==> src/pkg/cmr_params.svh <==
`ifndef CMR_PARAMS_SVH
`define CMR_PARAMS_SVH
// clock rate and timing figures
`define CMR_CLK_KHZ 100000
`define CMR_PWRUP_MS 5
`define CMR_PER_1HZ_MS 1000
`define CMR_PER_5HZ_MS 200
`define CMR_PER_10HZ_MS 100
`define CMR_COMP_CYC 8'h10
`define CMR_CALC_CYC 16'h0040
// bus address bytes (write form, read form)
`define CMR_ADDR_WR 8'h32
`define CMR_ADDR_RD 8'h33
// nonvolatile byte offsets and reset values
`define CMR_OFS_STATUS 8'h04
`define CMR_OFS_RATE 8'h05
`define CMR_RST_RATE 8'h01
`define CMR_RST_ORIENT 3'h1
// status byte bit positions
`define CMR_BIT_COMP 7
`define CMR_BIT_CAL 6
`define CMR_BIT_FILT 5
`define CMR_BIT_RUN 4
`define CMR_BIT_STDBY 3
// command bytes
`define CMR_CMD_HEAD 8'h50
`define CMR_CMD_CAL_ON 8'h70
`define CMR_CMD_LEVEL 8'h72
`define CMR_CMD_EDGE 8'h73
`define CMR_CMD_FRONT 8'h74
`define CMR_CMD_RUN 8'h75
`define CMR_CMD_STDBY 8'h76
`define CMR_CMD_CAL_OFF 8'h7F
`define CMR_CMD_EE_RD 8'hE1
`define CMR_CMD_EE_WR 8'hF1
// angle limits in tenths of a degree, record length
`define CMR_HEAD_MAX 16'h0E10
`define CMR_TILT_MAX 16'h0708
`define CMR_RESP_LEN 3'h6
`endif

==> src/pkg/cmr_pkg.sv <==
package cmr_pkg;
  // serial slave states
  typedef enum logic [2:0] {B_IDLE, B_ADDR, B_WR, B_SACK, B_RD, B_MACK} cmr_bus_st_t;
  // command byte parser states
  typedef enum logic [1:0] {P_CMD, P_EE_ADDR, P_EE_DATA, P_IGNORE} cmr_parse_st_t;
endpackage : cmr_pkg

==> src/core/cmr_top.sv <==
// Operation
// - status at 0x04, rate at 0x05
// - bit 7 set while computing heading
// - bit 6 set while computing calibration
// - bit 5 enables heading smoothing filter
// - bit 4 continuous, bit 3 standby
// - bits 2..0 orientation, level by default
// - 0x70 enters, 0x7F leaves calibration
// - gather readings, update offsets on exit
// - 5 ms power-up wait, then continuous mode
// - six bytes via 0x33, msb first pairs
// - tenths of degree, heading 0..3600, tilt 1800
// - read returns bytes of last command
// - 0x75 to continuous, 0x76 to standby
`timescale 1ns/1ns
`include "cmr_params.svh"
module cmr_top
  import cmr_pkg::*;
#(
  parameter int PWRUP_CYC = `CMR_PWRUP_MS * `CMR_CLK_KHZ,
  parameter int PER_1HZ = `CMR_PER_1HZ_MS * `CMR_CLK_KHZ,
  parameter int PER_5HZ = `CMR_PER_5HZ_MS * `CMR_CLK_KHZ,
  parameter int PER_10HZ = `CMR_PER_10HZ_MS * `CMR_CLK_KHZ
) (
  input wire logic CLOCK,
  input wire logic RESETN,
  input wire logic SCL_IN,
  input wire logic SDA_IN,
  output logic SDA_OUT,
  output logic SDA_OE,
  input wire logic [15:0] HEADING_RAW,
  input wire logic [15:0] PITCH_RAW,
  input wire logic [15:0] ROLL_RAW,
  input wire logic [15:0] MAG_X,
  input wire logic [15:0] MAG_Y,
  input wire logic [15:0] MAG_Z,
  input wire logic MAG_VALID,
  output logic [15:0] CAL_OFFSET_X,
  output logic [15:0] CAL_OFFSET_Y,
  output logic [15:0] CAL_OFFSET_Z,
  output logic [15:0] CAL_SPAN_X,
  output logic [15:0] CAL_SPAN_Y,
  output logic [15:0] CAL_SPAN_Z
);
  localparam int PW = $clog2(PWRUP_CYC + 1);
  localparam logic signed [15:0] TILT_MAX = `CMR_TILT_MAX;
  localparam logic signed [15:0] TILT_MIN = -TILT_MAX;
  if (PWRUP_CYC < 1) begin : g_bad
    $error("power-up hold-off needs at least one cycle");
  end

  // power-up hold-off: bus is ignored until it expires
  logic [PW-1:0] pwr_cnt_reg; // cycles since reset release
  logic ready_reg; // core accepts its address
  always_ff @(posedge CLOCK or negedge RESETN) begin
    if (!RESETN) begin
      pwr_cnt_reg <= '0;
      ready_reg <= 1'b0;
    end else if (!ready_reg) begin
      pwr_cnt_reg <= pwr_cnt_reg + 1'b1;
      ready_reg <= (pwr_cnt_reg == PW'(PWRUP_CYC - 1));
    end
  end

  // serial slave
  logic wr_start, wr_valid, rd_start, rd_take;
  logic [7:0] wr_data; // byte just received
  logic [7:0] rd_byte; // byte offered to the reader
  cmr_i2c_slave u_bus (
    .clk(CLOCK),
    .rst_n(RESETN),
    .scl_in(SCL_IN),
    .sda_in(SDA_IN),
    .sda_out(SDA_OUT),
    .sda_oe(SDA_OE),
    .accept(ready_reg),
    .rd_data(rd_byte),
    .wr_start(wr_start),
    .wr_valid(wr_valid),
    .wr_data(wr_data),
    .rd_start(rd_start),
    .rd_take(rd_take)
  );

  // command parser
  cmr_parse_st_t pst_reg, pst_next;
  logic [7:0] cmd_reg; // last command byte
  logic [7:0] ee_addr_reg; // argument of byte read or write
  wire cmd_v = wr_valid && (pst_reg == P_CMD);
  wire arg1_v = wr_valid && (pst_reg == P_EE_ADDR);
  wire arg2_v = wr_valid && (pst_reg == P_EE_DATA);
  wire head_cmd = cmd_v && (wr_data == `CMR_CMD_HEAD);
  wire cal_on_cmd = cmd_v && (wr_data == `CMR_CMD_CAL_ON);
  wire cal_off_cmd = cmd_v && (wr_data == `CMR_CMD_CAL_OFF);
  wire run_cmd = cmd_v && (wr_data == `CMR_CMD_RUN);
  wire stdby_cmd = cmd_v && (wr_data == `CMR_CMD_STDBY);
  wire lvl_cmd = cmd_v && (wr_data == `CMR_CMD_LEVEL);
  wire edge_cmd = cmd_v && (wr_data == `CMR_CMD_EDGE);
  wire front_cmd = cmd_v && (wr_data == `CMR_CMD_FRONT);
  wire ee_cmd = (wr_data == `CMR_CMD_EE_RD) || (wr_data == `CMR_CMD_EE_WR);
  wire ee_rd_load = arg1_v && (cmd_reg == `CMR_CMD_EE_RD);
  wire ee_wr_rate = arg2_v && (ee_addr_reg == `CMR_OFS_RATE);
  wire ee_wr_stat = arg2_v && (ee_addr_reg == `CMR_OFS_STATUS);

  // next parser state; a new address write restarts it
  always_comb begin
    pst_next = pst_reg;
    if (wr_start) begin
      pst_next = P_CMD;
    end else if (wr_valid) begin
      case (pst_reg)
        P_CMD: pst_next = ee_cmd ? P_EE_ADDR : P_IGNORE;
        P_EE_ADDR: pst_next = (cmd_reg == `CMR_CMD_EE_WR) ? P_EE_DATA : P_IGNORE;
        default: pst_next = P_IGNORE; // surplus bytes dropped
      endcase
    end
  end

  // parser registers
  always_ff @(posedge CLOCK or negedge RESETN) begin
    if (!RESETN) begin
      pst_reg <= P_IGNORE;
      cmd_reg <= 8'h00;
      ee_addr_reg <= 8'h00;
    end else begin
      pst_reg <= pst_next;
      if (cmd_v) cmd_reg <= wr_data;
      if (arg1_v) ee_addr_reg <= wr_data;
    end
  end

  // mode state behind the status and rate bytes
  logic run_reg, stdby_reg, filter_reg, cal_mode_reg;
  logic [2:0] orient_reg; // front, edge, level
  logic [7:0] rate_reg; // rate byte as written
  always_ff @(posedge CLOCK or negedge RESETN) begin
    if (!RESETN) begin
      run_reg <= 1'b1;
      stdby_reg <= 1'b0;
      filter_reg <= 1'b0;
      cal_mode_reg <= 1'b0;
      orient_reg <= `CMR_RST_ORIENT;
      rate_reg <= `CMR_RST_RATE;
    end else begin
      if (run_cmd) begin
        run_reg <= 1'b1;
        stdby_reg <= 1'b0;
      end else if (stdby_cmd) begin
        run_reg <= 1'b0;
        stdby_reg <= 1'b1;
      end
      if (lvl_cmd) orient_reg <= 3'h1;
      else if (edge_cmd) orient_reg <= 3'h2;
      else if (front_cmd) orient_reg <= 3'h4;
      if (cal_on_cmd) cal_mode_reg <= 1'b1;
      else if (cal_off_cmd) cal_mode_reg <= 1'b0;
      // only the filter bit of the status byte is host-writable
      if (ee_wr_stat) filter_reg <= wr_data[`CMR_BIT_FILT];
      if (ee_wr_rate) rate_reg <= wr_data;
    end
  end

  // measurement pacing from the rate code
  logic meas_tick; // one pulse per update period
  cmr_rate_timer #(.P1(PER_1HZ), .P5(PER_5HZ), .P10(PER_10HZ)) u_rate (
    .clk(CLOCK),
    .rst_n(RESETN),
    .run(run_reg),
    .rate_sel(rate_reg[1:0]),
    .tick(meas_tick)
  );

  // heading computation window and snapshot
  logic [7:0] comp_cnt_reg; // cycles of computation left
  logic [15:0] head_snap_reg, pitch_snap_reg, roll_snap_reg;
  wire comp_busy = (comp_cnt_reg != 8'h00);
  wire comp_done = (comp_cnt_reg == 8'h01);
  wire [15:0] head_clamp = (HEADING_RAW > `CMR_HEAD_MAX) ? `CMR_HEAD_MAX : HEADING_RAW;
  // three parts old, one part new; wrap through north is not unwound
  wire [17:0] iir_sum = 18'(head_snap_reg) * 18'h3 + 18'(head_clamp);

  // tilt limited to the documented span
  function automatic logic [15:0] clamp_tilt(input logic [15:0] v);
    if ($signed(v) > TILT_MAX) clamp_tilt = TILT_MAX;
    else if ($signed(v) < TILT_MIN) clamp_tilt = TILT_MIN;
    else clamp_tilt = v;
  endfunction : clamp_tilt

  // new angles are published only at the end of the window
  always_ff @(posedge CLOCK or negedge RESETN) begin
    if (!RESETN) begin
      comp_cnt_reg <= 8'h00;
      head_snap_reg <= 16'h0000;
      pitch_snap_reg <= 16'h0000;
      roll_snap_reg <= 16'h0000;
    end else begin
      if (meas_tick) comp_cnt_reg <= `CMR_COMP_CYC;
      else if (comp_busy) comp_cnt_reg <= comp_cnt_reg - 8'h01;
      if (comp_done) begin
        head_snap_reg <= filter_reg ? iir_sum[17:2] : head_clamp;
        pitch_snap_reg <= clamp_tilt(PITCH_RAW);
        roll_snap_reg <= clamp_tilt(ROLL_RAW);
      end
    end
  end

  // calibration computation window after exit
  logic [15:0] calc_cnt_reg; // cycles of offset work left
  logic cal_seen_reg; // at least one sample gathered
  wire cal_busy = (calc_cnt_reg != 16'h0000);
  wire cal_done = (calc_cnt_reg == 16'h0001);
  always_ff @(posedge CLOCK or negedge RESETN) begin
    if (!RESETN) begin
      calc_cnt_reg <= 16'h0000;
      cal_seen_reg <= 1'b0;
    end else begin
      if (cal_off_cmd && cal_mode_reg) calc_cnt_reg <= `CMR_CALC_CYC;
      else if (cal_busy) calc_cnt_reg <= calc_cnt_reg - 16'h0001;
      if (cal_on_cmd) cal_seen_reg <= 1'b0;
      else if (cal_mode_reg && MAG_VALID) cal_seen_reg <= 1'b1;
    end
  end

  // per-axis extremes give hard-iron offset and span
  wire [15:0] mag_in [3];
  logic signed [15:0] min_reg [3];
  logic signed [15:0] max_reg [3];
  logic [15:0] ofs_reg [3];
  logic [15:0] span_reg [3];
  assign mag_in[0] = MAG_X;
  assign mag_in[1] = MAG_Y;
  assign mag_in[2] = MAG_Z;
  for (genvar g = 0; g < 3; g++) begin : g_axis
    wire signed [16:0] mid_sum = {max_reg[g][15], max_reg[g]} + {min_reg[g][15], min_reg[g]};
    wire [15:0] mid_val = mid_sum[16:1];
    wire [16:0] span_w = {max_reg[g][15], max_reg[g]} - {min_reg[g][15], min_reg[g]};
    // empty runs leave the old offsets in place
    always_ff @(posedge CLOCK or negedge RESETN) begin
      if (!RESETN) begin
        min_reg[g] <= 16'h7FFF;
        max_reg[g] <= 16'h8000;
        ofs_reg[g] <= 16'h0000;
        span_reg[g] <= 16'h0000;
      end else begin
        if (cal_on_cmd) begin
          min_reg[g] <= 16'h7FFF;
          max_reg[g] <= 16'h8000;
        end else if (cal_mode_reg && MAG_VALID) begin
          if ($signed(mag_in[g]) < min_reg[g]) min_reg[g] <= mag_in[g];
          if ($signed(mag_in[g]) > max_reg[g]) max_reg[g] <= mag_in[g];
        end
        if (cal_done && cal_seen_reg) begin
          ofs_reg[g] <= mid_val;
          span_reg[g] <= span_w[15:0];
        end
      end
    end
  end
  assign CAL_OFFSET_X = ofs_reg[0];
  assign CAL_OFFSET_Y = ofs_reg[1];
  assign CAL_OFFSET_Z = ofs_reg[2];
  assign CAL_SPAN_X = span_reg[0];
  assign CAL_SPAN_Y = span_reg[1];
  assign CAL_SPAN_Z = span_reg[2];

  // status byte assembled from live state
  wire [7:0] status_byte = {comp_busy, cal_busy, filter_reg, run_reg,
                            stdby_reg, orient_reg};
  wire [7:0] ee_rd_byte = (wr_data == `CMR_OFS_STATUS) ? status_byte :
                          (wr_data == `CMR_OFS_RATE) ? rate_reg : 8'h00;

  // response buffer: heading, pitch, roll, each msb first
  logic [7:0] resp_mem [6];
  logic [2:0] resp_len_reg; // bytes the last command offers
  logic [2:0] rd_idx_reg; // next byte to hand out
  wire [47:0] rec_vec = {head_snap_reg, pitch_snap_reg, roll_snap_reg};
  for (genvar i = 0; i < 6; i++) begin : g_resp
    always_ff @(posedge CLOCK or negedge RESETN) begin
      if (!RESETN) resp_mem[i] <= 8'h00;
      else if (head_cmd) resp_mem[i] <= rec_vec[47-8*i -: 8];
      else if (ee_rd_load) resp_mem[i] <= (i == 0) ? ee_rd_byte : 8'h00;
    end
  end

  // read pointer; beyond the record the core returns zero
  always_ff @(posedge CLOCK or negedge RESETN) begin
    if (!RESETN) begin
      resp_len_reg <= 3'h0;
      rd_idx_reg <= 3'h0;
    end else begin
      if (head_cmd) resp_len_reg <= `CMR_RESP_LEN;
      else if (ee_rd_load) resp_len_reg <= 3'h1;
      else if (cmd_v) resp_len_reg <= 3'h0;
      if (rd_start) rd_idx_reg <= 3'h0;
      else if (rd_take && rd_idx_reg < resp_len_reg) rd_idx_reg <= rd_idx_reg + 3'h1;
    end
  end
  assign rd_byte = (rd_idx_reg < resp_len_reg) ? resp_mem[rd_idx_reg] : 8'h00;
endmodule : cmr_top

==> src/core/cmr_rate_timer.sv <==
`timescale 1ns/1ns
`include "cmr_params.svh"
module cmr_rate_timer #(
  parameter int P1 = `CMR_PER_1HZ_MS * `CMR_CLK_KHZ,
  parameter int P5 = `CMR_PER_5HZ_MS * `CMR_CLK_KHZ,
  parameter int P10 = `CMR_PER_10HZ_MS * `CMR_CLK_KHZ
) (
  input wire logic clk,
  input wire logic rst_n,
  input wire logic run,
  input wire logic [1:0] rate_sel,
  output logic tick
);
  localparam int CW = $clog2(P1 + 1);
  if (P10 < 2 || P5 < P10 || P1 < P5) begin : g_bad
    $error("rate periods must fall from 1Hz to 10Hz");
  end
  logic [CW-1:0] cnt_reg; // cycles since last tick
  // code 11 has no meaning, so it keeps the default 5Hz pace
  wire [CW-1:0] period = (rate_sel == 2'h0) ? CW'(P1) :
                         (rate_sel == 2'h2) ? CW'(P10) : CW'(P5);
  // >= rather than == so a switch to a faster rate never overruns
  wire wrap = (cnt_reg >= period - 1'b1);
  // free counter, held at zero outside continuous mode
  always_ff @(posedge clk or negedge rst_n) begin
    if (!rst_n) begin
      cnt_reg <= '0;
      tick <= 1'b0;
    end else begin
      tick <= run && wrap;
      cnt_reg <= (!run || wrap) ? '0 : cnt_reg + 1'b1;
    end
  end
endmodule : cmr_rate_timer

==> src/core/cmr_i2c_slave.sv <==
`timescale 1ns/1ns
`include "cmr_params.svh"
module cmr_i2c_slave
  import cmr_pkg::*;
(
  input wire logic clk,
  input wire logic rst_n,
  input wire logic scl_in,
  input wire logic sda_in,
  output logic sda_out,
  output logic sda_oe,
  input wire logic accept,
  input wire logic [7:0] rd_data,
  output logic wr_start,
  output logic wr_valid,
  output logic [7:0] wr_data,
  output logic rd_start,
  output logic rd_take
);
  localparam logic [7:0] ADDR = `CMR_ADDR_WR;
  logic [2:0] scl_sync_reg; // bit 0 is the metastable stage
  logic [2:0] sda_sync_reg;
  logic scl_reg, sda_reg, scl_old_reg, sda_old_reg;
  cmr_bus_st_t st_reg;
  logic [3:0] bit_cnt_reg;
  logic [7:0] shift_reg, tx_reg;
  logic rd_mode_reg, mack_reg;
  // three stages; a level counts once stages two and three agree
  always_ff @(posedge clk or negedge rst_n) begin
    if (!rst_n) begin
      scl_sync_reg <= 3'h7;
      sda_sync_reg <= 3'h7;
      {scl_reg, sda_reg, scl_old_reg, sda_old_reg} <= 4'hF;
    end else begin
      scl_sync_reg <= {scl_sync_reg[1:0], scl_in};
      sda_sync_reg <= {sda_sync_reg[1:0], sda_in};
      if (scl_sync_reg[1] == scl_sync_reg[2]) scl_reg <= scl_sync_reg[2];
      if (sda_sync_reg[1] == sda_sync_reg[2]) sda_reg <= sda_sync_reg[2];
      scl_old_reg <= scl_reg;
      sda_old_reg <= sda_reg;
    end
  end
  wire scl_rise = scl_reg & ~scl_old_reg;
  wire scl_fall = ~scl_reg & scl_old_reg;
  wire bus_start = scl_reg & scl_old_reg & sda_old_reg & ~sda_reg;
  wire bus_stop = scl_reg & scl_old_reg & ~sda_old_reg & sda_reg;
  wire byte_in = (bit_cnt_reg == 4'h8);
  // address is refused (no ack) while the core is not ready
  wire addr_hit = (shift_reg[7:1] == ADDR[7:1]) && accept;
  wire addr_end = scl_fall && (st_reg == B_ADDR) && byte_in && addr_hit;
  wire load_next = scl_fall && ((st_reg == B_SACK && rd_mode_reg) ||
                                (st_reg == B_MACK && mack_reg));
  assign wr_start = addr_end && !shift_reg[0];
  assign rd_start = addr_end && shift_reg[0]; // lsb set selects read
  assign wr_valid = scl_fall && (st_reg == B_WR) && byte_in;
  assign wr_data = shift_reg;
  assign rd_take = load_next;
  assign sda_out = 1'b0; // open drain: only ever pulls low
  // bit engine: sample on rising scl, change sda on falling scl
  always_ff @(posedge clk or negedge rst_n) begin
    if (!rst_n) begin
      st_reg <= B_IDLE;
      bit_cnt_reg <= 4'h0;
      shift_reg <= 8'h00;
      tx_reg <= 8'h00;
      sda_oe <= 1'b0;
      rd_mode_reg <= 1'b0;
      mack_reg <= 1'b0;
    end else if (bus_start) begin
      st_reg <= B_ADDR;
      bit_cnt_reg <= 4'h0;
      sda_oe <= 1'b0;
    end else if (bus_stop) begin
      st_reg <= B_IDLE;
      sda_oe <= 1'b0;
    end else if (scl_rise) begin
      if (st_reg == B_ADDR || st_reg == B_WR) begin
        shift_reg <= {shift_reg[6:0], sda_reg};
        bit_cnt_reg <= bit_cnt_reg + 4'h1;
      end
      if (st_reg == B_MACK) mack_reg <= ~sda_reg; // master ack is low
    end else if (load_next) begin
      tx_reg <= {rd_data[6:0], 1'b0};
      sda_oe <= ~rd_data[7]; // msb first
      bit_cnt_reg <= 4'h1;
      st_reg <= B_RD;
    end else if (scl_fall) begin
      case (st_reg)
        B_ADDR: begin
          if (byte_in) begin
            sda_oe <= addr_hit;
            rd_mode_reg <= shift_reg[0];
            st_reg <= addr_hit ? B_SACK : B_IDLE;
          end
        end
        B_WR: begin
          if (byte_in) begin
            sda_oe <= 1'b1;
            st_reg <= B_SACK;
          end
        end
        B_SACK: begin
          sda_oe <= 1'b0;
          bit_cnt_reg <= 4'h0;
          st_reg <= B_WR;
        end
        B_RD: begin
          if (byte_in) begin
            sda_oe <= 1'b0;
            st_reg <= B_MACK;
          end else begin
            sda_oe <= ~tx_reg[7];
            tx_reg <= {tx_reg[6:0], 1'b0};
            bit_cnt_reg <= bit_cnt_reg + 4'h1;
          end
        end
        B_MACK: st_reg <= B_IDLE; // nack ends the read
        default: st_reg <= B_IDLE;
      endcase
    end
  end
endmodule : cmr_i2c_slave

==> config.mk <==
export PLATFORM = sky130hd
export DESIGN_NAME = cmr_top
export DESIGN_NICKNAME = d
export VERILOG_FILES = /design/src/pkg/cmr_pkg.sv /design/src/core/cmr_top.sv /design/src/core/cmr_rate_timer.sv /design/src/core/cmr_i2c_slave.sv
export VERILOG_INCLUDE_DIRS = /design/src /design/src/pkg
export SDC_FILE = /design/constraint.sdc
export NUM_CORES = 1
export LEC_CHECK = 0
export CELL_PAD_IN_SITES_DETAIL_PLACEMENT = 0
export CELL_PAD_IN_SITES_GLOBAL_PLACEMENT = 1
export CORE_MARGIN = 8
export CORE_UTILIZATION = 50
export CTS_CLUSTER_DIAMETER = 50
export DETAILED_ROUTE_END_ITERATION = 8
export DONT_BUFFER_PORTS = 1
export GPL_ROUTABILITY_DRIVEN = 1
export HOLD_SLACK_MARGIN = 0.02
export PLACE_DENSITY_LB_ADDON = 0.12
export SLEW_MARGIN = 40
export SYNTH_ARGS = -nofsm -noshare
export SYNTH_HDL_FRONTEND = slang
export SYNTH_SLANG_ARGS = --single-unit
==> constraint.sdc <==
create_clock -name CLOCK -period 5.57 [get_ports CLOCK]
set_input_delay 0.8355 -clock CLOCK [delete_from_list [all_inputs] [get_ports CLOCK]]
set_output_delay 0.8355 -clock CLOCK [all_outputs]
set_load 0.02 [all_outputs]
==> results summary, run 1 <==
The flow ran to the end, but the final reports show violations. The checks that failed: negative hold slack, max-slew violations. The arrival time at the worst endpoint is 4780 ps. The routed wire length per instance came out at ~19 um. The most critical setup path has its endpoint at head_snap_reg[13]. The total power per unit cell area is 247.1 nW/um2. The count of clock tree sinks is 434. The warning count from the yosys run came out at 0. The post-cts resize count came out at 0. The worst voltage drop across the vdd grid is 0.2175 mV. The part of the cycle the worst path needs is 0.7723. The count of cells along the worst register-to-register path came out at 13. The number of cell rows came out at 85. The number of enable-type register cells in the synthesized netlist came out at 0.

The combinational power share is 0.031. Sorting the synthesized cells by area gives the leading types as sky130_fd_sc_hd__dfrtp_1 (35%), sky130_fd_sc_hd__ha_1 (11%), sky130_fd_sc_hd__dfstp_2 (6.2%). The sort of element at the end of the critical path is a register.

The share of synthesized flip-flops with an asynchronous set or reset is 1.000. The first global-routing pass estimated 112100 um of wire. The startpoint identified for the worst register-to-register timing path is head_snap_reg[1]. The final number of max-transition violations came out at between 200 and 300. The maximum clock skew at final layout came out at 39.61 ps. The I/O pin count is approximately 200. The width of the die is ~250 um. For the pin with the worst max-slew slack, the measured transition is 2322 ps. The global-route total usage across every layer came out at 0.2221. The share of synthesized area in the top cell type comes to 0.3455. The design draws 7.276 mW.

The sequential cell area fraction in the yosys report is 0.4071. The total clock buffers created by CTS came out at 59. The number of setup buffers added after CTS came out at 0. The leakage dissipation came out at between 10 and 15 nW. The deepest level of the CTS H-tree is 2. In this run, distinct cell masters in the synthesized netlist total 86. The switching share of power came out at 0.2353. The hold slack is -78.46 ps.

The area overhead of the layout relative to synthesis came out at 9.572%. For this block, the routed nets add up to 68070 um of wire. The most used flip-flop cell after synthesis is sky130_fd_sc_hd__dfrtp_1. Of the cells placed in the final design, the portion with a size suffix greater than 1 is 0.09175. The critical path buffer and inverter count is 0. The post-synthesis sequential element count is 434. The pin count of the biggest net entering global routing is 435. Leaving out fill and tap cells, the most frequent cell in the layout is sky130_fd_sc_hd__dfrtp_1. For this configuration, the core starts out at a cell density of 0.5024. The via count of the first global-routing pass is between 20000 and 25000.

The post-synthesis cell area is 26870 um2. In this run the worst setup path begins at HEADING_RAW[0]. The worst register-to-register path ends at head_snap_reg[13]. The number of maximum-capacitance constraint violations is 0. The antenna cell count is 0. The internal reg-to-reg setup slack came out at about 2200 ps. The cell internal power dissipation is 5.564 mW.

After detailed placement, the total cell area comes to 27420 um2. The total congestion overflow after global routing is 0. STA puts the critical path data required time at between 6000 and 7000 ps. The floorplan die area came out at a little over 60000 um2. The register share of total power came out at 0.443. The placeable core region came out at 53500 um2. The number of input and output port buffers inserted is 0. The top cell types in the final layout, fill and taps aside, are sky130_fd_sc_hd__dfrtp_1 (369), sky130_fd_sc_hd__o21ai_0 (280), sky130_fd_sc_hd__nand2_1 (262). The final hold violation count is 11. The total number of vias came out at between 20000 and 25000. The number of iterations in the first detailed-routing pass came out at 5.

The worst setup path is of the input port to register kind. The highest cell delay on the worst timing path is 450 ps. The detail route stage leaves a number of antenna-violating nets equal to 0. The clock tree from TritonCTS is done.

The element type at the critical path start is an input port. The via-per-instance ratio is 5.774. The maximum clock insertion buffer count is 3. The slowest stage of the critical path is the sky130_fd_sc_hd__o41ai_1 cell.

The share of total power in the clock network came out at 0.526. The critical path runs through a total of 16 cells. The kind of cell with the highest combined delay along the critical path is compound AO/OA/AOI/OAI gates. The final setup violation count is 0.

The sum of net half-perimeters after detailed placement is about 50000 um. The highest fanout seen on the critical path came out at 8. The die outline height came out at ~250 um. Headroom to the max-slew limit came out at -0.5477. In this run the worst hold path is classified as input port to async pin. The analysis attributes to net switching a power of approximately 1.7 mW. The initial antenna violation count is 1.

The fmax is 232.5 MHz. In the synthesized netlist, the number of instances is 2916. The design area came out at 29450 um2.

The DRC violation total after the first TritonRoute iteration came out at about 1400. Subtracting the final worst setup slack from the clock period gives 4301 ps. The total negative slack for setup checks is 0 ps. The clock-pin slew of the registers on the worst-case setup and hold paths is 60 ps. The congestion estimate from routability-driven global placement came to 0.8473.

The critical path goes through o41ai_1, a21oi_1, nor2_1, nand2_1, fa_1, nor2b_1, nand3_1, fa_1, nor2b_1, o21ai_0, a21boi_0, o211a_1, a41oi_1, a21oi_1, xnor2_1, o21ai_0. The utilization after layout came out at 0.5504. The cell at the root of the clock tree is sky130_fd_sc_hd__clkbuf_16. The count of nets after finishing came out at 3233. The biggest area contributor in the post-synthesis netlist is sky130_fd_sc_hd__dfrtp_1. The synthesized area per cell is 9.216 um2.

Setup repair after global routing left no endpoint under its margin. For this run, design rule violations remaining after detail routing come to 0. The worst-skew pair later-pin latency came out at 630 ps.
-- worst min-delay path by stage --
stage,cells past startpoint,slack (ps),from,to
after floorplan,0,350,u_bus.scl_sync_reg[0],u_bus.scl_sync_reg[1]
after global placement,0,350,u_bus.scl_sync_reg[0],u_bus.scl_sync_reg[1]
after detailed placement,0,350,u_bus.sda_sync_reg[0],u_bus.sda_sync_reg[1]
after CTS,0,-110,RESETN,max_reg[0]
after global routing,0,-110,RESETN,max_reg[0]
final,0,-80,RESETN,max_reg[8]
-- Yosys cell counts, types with 33 or more instances --
cell type	n
sky130_fd_sc_hd__dfrtp_1	371
sky130_fd_sc_hd__o21ai_0	281
sky130_fd_sc_hd__nand2_1	263
sky130_fd_sc_hd__ha_1	238
sky130_fd_sc_hd__nor2_1	211
sky130_fd_sc_hd__nand3_1	193
sky130_fd_sc_hd__inv_1	182
sky130_fd_sc_hd__a21oi_1	163
sky130_fd_sc_hd__xnor2_1	100
sky130_fd_sc_hd__clkbuf_1	84
sky130_fd_sc_hd__dfstp_2	63
sky130_fd_sc_hd__a22o_1	54
sky130_fd_sc_hd__nor3_1	45
sky130_fd_sc_hd__a21o_1	44
sky130_fd_sc_hd__nand2b_1	40
sky130_fd_sc_hd__xor2_1	40
sky130_fd_sc_hd__nand4_1	33
-- kinds of logic (layout without fill, tap and decap cells) --
logic type | after synthesis | in the layout | share of synthesized area
buf+inv | 311 | 311 | 0.04656
fa+ha+maj | 262 | 262 | 0.1279
simple gates | 951 | 951 | 0.1721
flops | 434 | 434 | 0.4071
compound gates | 760 | 760 | 0.1745
other cells | 2 | 7 | 0.0002795
mux | 56 | 56 | 0.02593
xor+xnor | 140 | 140 | 0.04563
-- metrics by stage --
step | cells | worst slack (ps) | hold slack, ps
floorplan | 2921 | 1377 | 345.2
global placement | 3504 | 753.1 | 346.4
detailed placement | 3507 | 624.5 | 348.1
CTS | 3617 | 1260 | -105.1
global route | 3617 | 857.8 | -114.7
finish | 3617 | 1269 | -78.46
-- routing by layer --
metal | share of wire | track usage | routed length, um | up-vias
li1 | - | - | - | 10240
met1 | 0.46 | 0.3038 | 31280 | 10110
met2 | 0.45 | 0.3534 | 30820 | 435
met3 | 0.062 | 0.04799 | 4189 | 103
met4 | 0.026 | 0.06235 | 1777 | 0
met5 | 0 | 0 | 0 | -
-- power by group through the flow --
| stage | registers, mW | logic, mW | clock network (mW) |
|---|---|---|---|
| 2_1_floorplan | 3.25 | 0.197 | 0 |
| 3_3_place_gp | 3.28 | 0.220 | 0 |
| 3_5_place_dp | 3.28 | 0.227 | 0 |
| 4_1_cts | 3.22 | 0.229 | 3.91 |
| 5_1_grt | 3.23 | 0.265 | 4.05 |
| 6_report | 3.22 | 0.229 | 3.82 |
-- area by class of cell --
type,count,area [um2]
well taps,696,870.8
inverters,183,688.2
flip-flops and latches,434,10940
clock inverters,35,385.4
fillers,4861,24050
multi-input cells,2176,14790
repair buffers,18,145.1
clock buffers,75,1627
No activity file was read; power rests on OpenSTA's default activity.
==> inputs of run 2 (changes only) <==
--- a/config.mk
+++ b/config.mk
@@ -6,10 +6,11 @@
 export SDC_FILE = /design/constraint.sdc
 export NUM_CORES = 1
 export LEC_CHECK = 0
+export ABC_AREA = 1
 export CELL_PAD_IN_SITES_DETAIL_PLACEMENT = 0
 export CELL_PAD_IN_SITES_GLOBAL_PLACEMENT = 1
 export CORE_MARGIN = 8
-export CORE_UTILIZATION = 50
+export CORE_UTILIZATION = 49
 export CTS_CLUSTER_DIAMETER = 50
 export DETAILED_ROUTE_END_ITERATION = 8
 export DONT_BUFFER_PORTS = 1
==> constraint.sdc (replaced) <==
create_clock -name CLOCK -period 4.3 [get_ports CLOCK]
set_input_delay 0.645 -clock CLOCK [delete_from_list [all_inputs] [get_ports CLOCK]]
set_output_delay 0.645 -clock CLOCK [all_outputs]
set_load 0.02 [all_outputs]
==> run 2 against run 1 <==
Compared with the run above:
- the flow still finishes with violations (negative hold slack, max-slew violations)
- combinational power rose by 100%
- register-to-register slack got worse by 1200 ps
- total power up 36%
- synthesized cell count rose by 20%
- wire length grew 9.6%
- clock power up 37%
- cell count rose by 18%
- sequential share of layout area fell by 1.1 points
- clock skew fell by 17 ps
- first-iteration DRC count is 8.6% higher
- count of clock-buffer cells in the layout shrank 2
- die area rose by 4.4%
- critical path type is now register to register
- largest cell class unchanged
- largest power group unchanged
==> results summary, run 2 <==
The I/O pin count came out at 199 (unchanged). The DRC violation total after the first TritonRoute iteration is 1474 (+8.6%). The sequential cell area fraction in the yosys report was 0.3967 (-0.01042). The pin count of the biggest net entering global routing is 435 (unchanged). The post-synthesis instance total is 3505 (+20%).

The maximum clock insertion buffer count came out at 3 (unchanged). The post-cts resize count is 0 (unchanged). In this run the clock root is driven by a sky130_fd_sc_hd__clkbuf_16. STA classifies the critical path startpoint as a register. The total number of vias was 23620 (+13%). The count of clock tree sinks came out at 434 (unchanged).

In the layout the commonest cells are sky130_fd_sc_hd__nand2_1 (706), sky130_fd_sc_hd__inv_1 (457), sky130_fd_sc_hd__dfrtp_1 (371). The beginning of the worst register-to-register path is u_bus.bit_cnt_reg[0]. After synthesis, the cell types taking the most area are sky130_fd_sc_hd__dfrtp_1 (34%), sky130_fd_sc_hd__ha_1 (11%), sky130_fd_sc_hd__nand2_1 (9.6%).

The post-synthesis sequential element count came out at 434 (unchanged). The final setup violation count came out at 0 (unchanged). The hold slack is -276.2 ps (-197.8 ps).

The total negative slack for setup checks was 0 ps (unchanged). The via-per-instance ratio came to 5.524 (-4.3%). The arrival time at the worst endpoint came to 3880 ps (-900 ps). The total congestion overflow after global routing is 0 (unchanged). The total clock buffers created by CTS was 59 (unchanged). The post-synthesis cell area was 27580 um2 (+2.6%). The leakage dissipation came out at 15.21 nW (+10%). The share of synthesized flip-flops with an asynchronous set or reset is 1.000 (unchanged). The number of setup buffers added after CTS came to 0 (unchanged). The slew at the pin closest to its max-slew limit came out at 1895 ps (-427.0 ps). The highest cell delay on the worst timing path came out at 500 ps (+50 ps).

The deepest level of the CTS H-tree came out at 2 (unchanged). The antenna cell count was 0 (unchanged). The number of cell rows came out at 87 (+2.4%).

The run finished, with violations left. The die outline height is 253.2 um (+2.2%). The floorplan die area is 64130 um2 (+4.4%). The final hold violation count is 127 (+116). The final worst slack is 973.0 ps (-295.5 ps). The headroom to the max-slew limit came to -0.2631 (+0.2847).

The global-route total usage across every layer is 0.2317 (+0.009581). The routed wire length per instance came out at 17.45 um (-7.3%). The final number of max-transition violations came to 189 (-33%). The shortest clock period the worst path allows after layout is 3327 ps. The placeable core region is 56060 um2 (+4.8%). The number of buffers inserted by hold repair at cts came out at 2. The effective utilization at floorplan is 0.4920 (-0.01040). The worst voltage drop across the vdd grid is 0.3042 mV (+40%).

The pre-CTS setup slack came out at 377.1 ps (-247.5 ps). By instance count, the leading cell after synthesis is sky130_fd_sc_hd__nand2_1. The synthesized area per cell came out at 7.868 um2 (-15%). The number of antenna-violating nets in the routed design came out at 0 (unchanged). The total power per unit cell area is 326.2 nW/um2 (+32%). The width of the die is 253.2 um (+2.2%).

The signal on the critical path passes through inv_1, ha_1, nand2_2, nor2_4, inv_2, nor3_4, inv_2, nor2_8, inv_4, nor3_4, nand2_2, buf_4, inv_2, or2_2, nand3_1, nand2_1. The part of the cycle the worst path needs came out at 0.7737. The highest fanout seen on the critical path is 32 (+24).

The number of maximum-capacitance constraint violations is 0 (unchanged). The initial antenna violation count is 0 (-1). Leaving out fill and tap cells, the most frequent cell in the layout is sky130_fd_sc_hd__nand2_1. On the critical path the largest part of the delay comes from simple AND/OR/NAND/NOR gates. The required time reported for the critical path endpoint is 4860 ps (-1190 ps).

The number of enable-type register cells in the synthesized netlist is 0 (unchanged). The count of nets after finishing came out at 3833 (+19%). The worst-skew pair later-pin latency is 630 ps (about the same). The final RePlAce weighted congestion came out at 0.9029 (+6.6%). The cell type of the slowest stage on the worst timing path is sky130_fd_sc_hd__inv_2.

The share of post-route cells with drive strength above 1 was 0.06394 (-0.02781). The number of input and output port buffers inserted is 0 (unchanged). The fraction of synthesized cell area taken by the top area cell type came out at 0.3366 (-0.008840).

The tightest min-delay check is of the input port to async pin type. Compared with the post-synthesis result, the final layout area differs by 10.10%. Setup repair after global routing left no endpoint under its margin. The first-pass GRT wire length is 123100 um (+9.8%). The wire length after detailed routing was 74600 um (+9.6%). The number of iterations in the first detailed-routing pass came out at 6 (+1).

The via count of the first global-routing pass was 23340 (+12%). The remaining routing DRC violations came to 0 (unchanged). The clock-pin slew of the registers on the worst-case setup and hold paths came out at 60 ps (about the same). Sorting the synthesized cells by how often they occur yields sky130_fd_sc_hd__nand2_1 (706), sky130_fd_sc_hd__inv_1 (459), sky130_fd_sc_hd__dfrtp_1 (371), sky130_fd_sc_hd__o21ai_0 (320), sky130_fd_sc_hd__nand3_1 (275). The critical path startpoint is u_bus.bit_cnt_reg[0].

The utilization after layout came out at 0.5417 (-0.008781). The most numerous cell on the critical path is sky130_fd_sc_hd__inv_2. The biggest area contributor in the post-synthesis netlist is sky130_fd_sc_hd__dfrtp_1. STA classifies the critical path endpoint as a register. The checks that failed: negative hold slack, max-slew violations.

TritonCTS built the clock tree. The number of different library cells in the post-synthesis netlist came to 59 (-31%). The fmax is roughly 300 MHz.

For this run, the leading register cell type out of synthesis is sky130_fd_sc_hd__dfrtp_1. The warning count from the yosys run came out at 0 (unchanged). The start-to-end type of the worst setup path is register to register.

The sum of net half-perimeters after detailed placement is 55230 um (+9.8%). The critical path buffer and inverter count came to 6 (+6). The maximum clock skew at final layout is 22.58 ps (-17.03 ps).
==> run 2: cells by family after synthesis <==
kind of cell / after synthesis / synth area share
AO/OA/AOI/OAI: 732 / 0.1474
XOR/XNOR: 80 / 0.02541
adder cells (fa/ha/maj): 262 / 0.1247
buffers and inverters: 588 / 0.08157
flip-flops: 434 / 0.3967
other: 2 / 0.0002723
AND/OR/NAND/NOR: 1407 / 0.2240
==> run 2: final cells by class <==
| cell class | instances | area, um2 |
|---|---|---|
| fillers | 5334 | 25690 |
| clock buffers | 73 | 1610 |
| repair buffers | 20 | 158.9 |
| inverters | 469 | 1764 |
| flip-flops and latches | 434 | 10940 |
| multi-input cells | 2488 | 14440 |
| clock inverters | 35 | 503.0 |
| well taps | 756 | 945.9 |
==> run 2: where the power goes <==
group / internal (mW) / switching [mW] / total [mW]
sequential: 4.15 / 0.0557 / 4.21
clock: 3.28 / 1.96 / 5.24
combinational: 0.161 / 0.297 / 0.458
total: 7.59 / 2.32 / 9.91
==> run 2: worst paths after layout <==
kind                                    endpoint  slack, ps  depth (start not counted)
min                                CAL_SPAN_Z[9]       -280                          0
max                                  min_reg[33]        970                         16
max reg2reg                          min_reg[33]        970                         16
max in group asynchronous      u_rate.cnt_reg[0]       3060                          0
min in group CLOCK                   min_reg[47]        140                          2
min reg2reg                u_bus.sda_sync_reg[1]        350                          0
==> run 2: metal layers <==
metal,global-route usage,part of all wire
met1,0.3140,0.46
met5,0,0
met2,0.3799,0.47
met3,0.03284,0.049
met4,0.07561,0.028
==> run 2: through the flow <==
step	instance area (um2)	power [mW]	std cells
5_1_grt	30370	10.26	4275
2_1_floorplan	27600	4.614	3510
6_report	30370	9.905	4275
3_5_place_dp	28230	4.729	4165
3_3_place_gp	28220	4.717	4165
4_1_cts	30360	10.02	4275
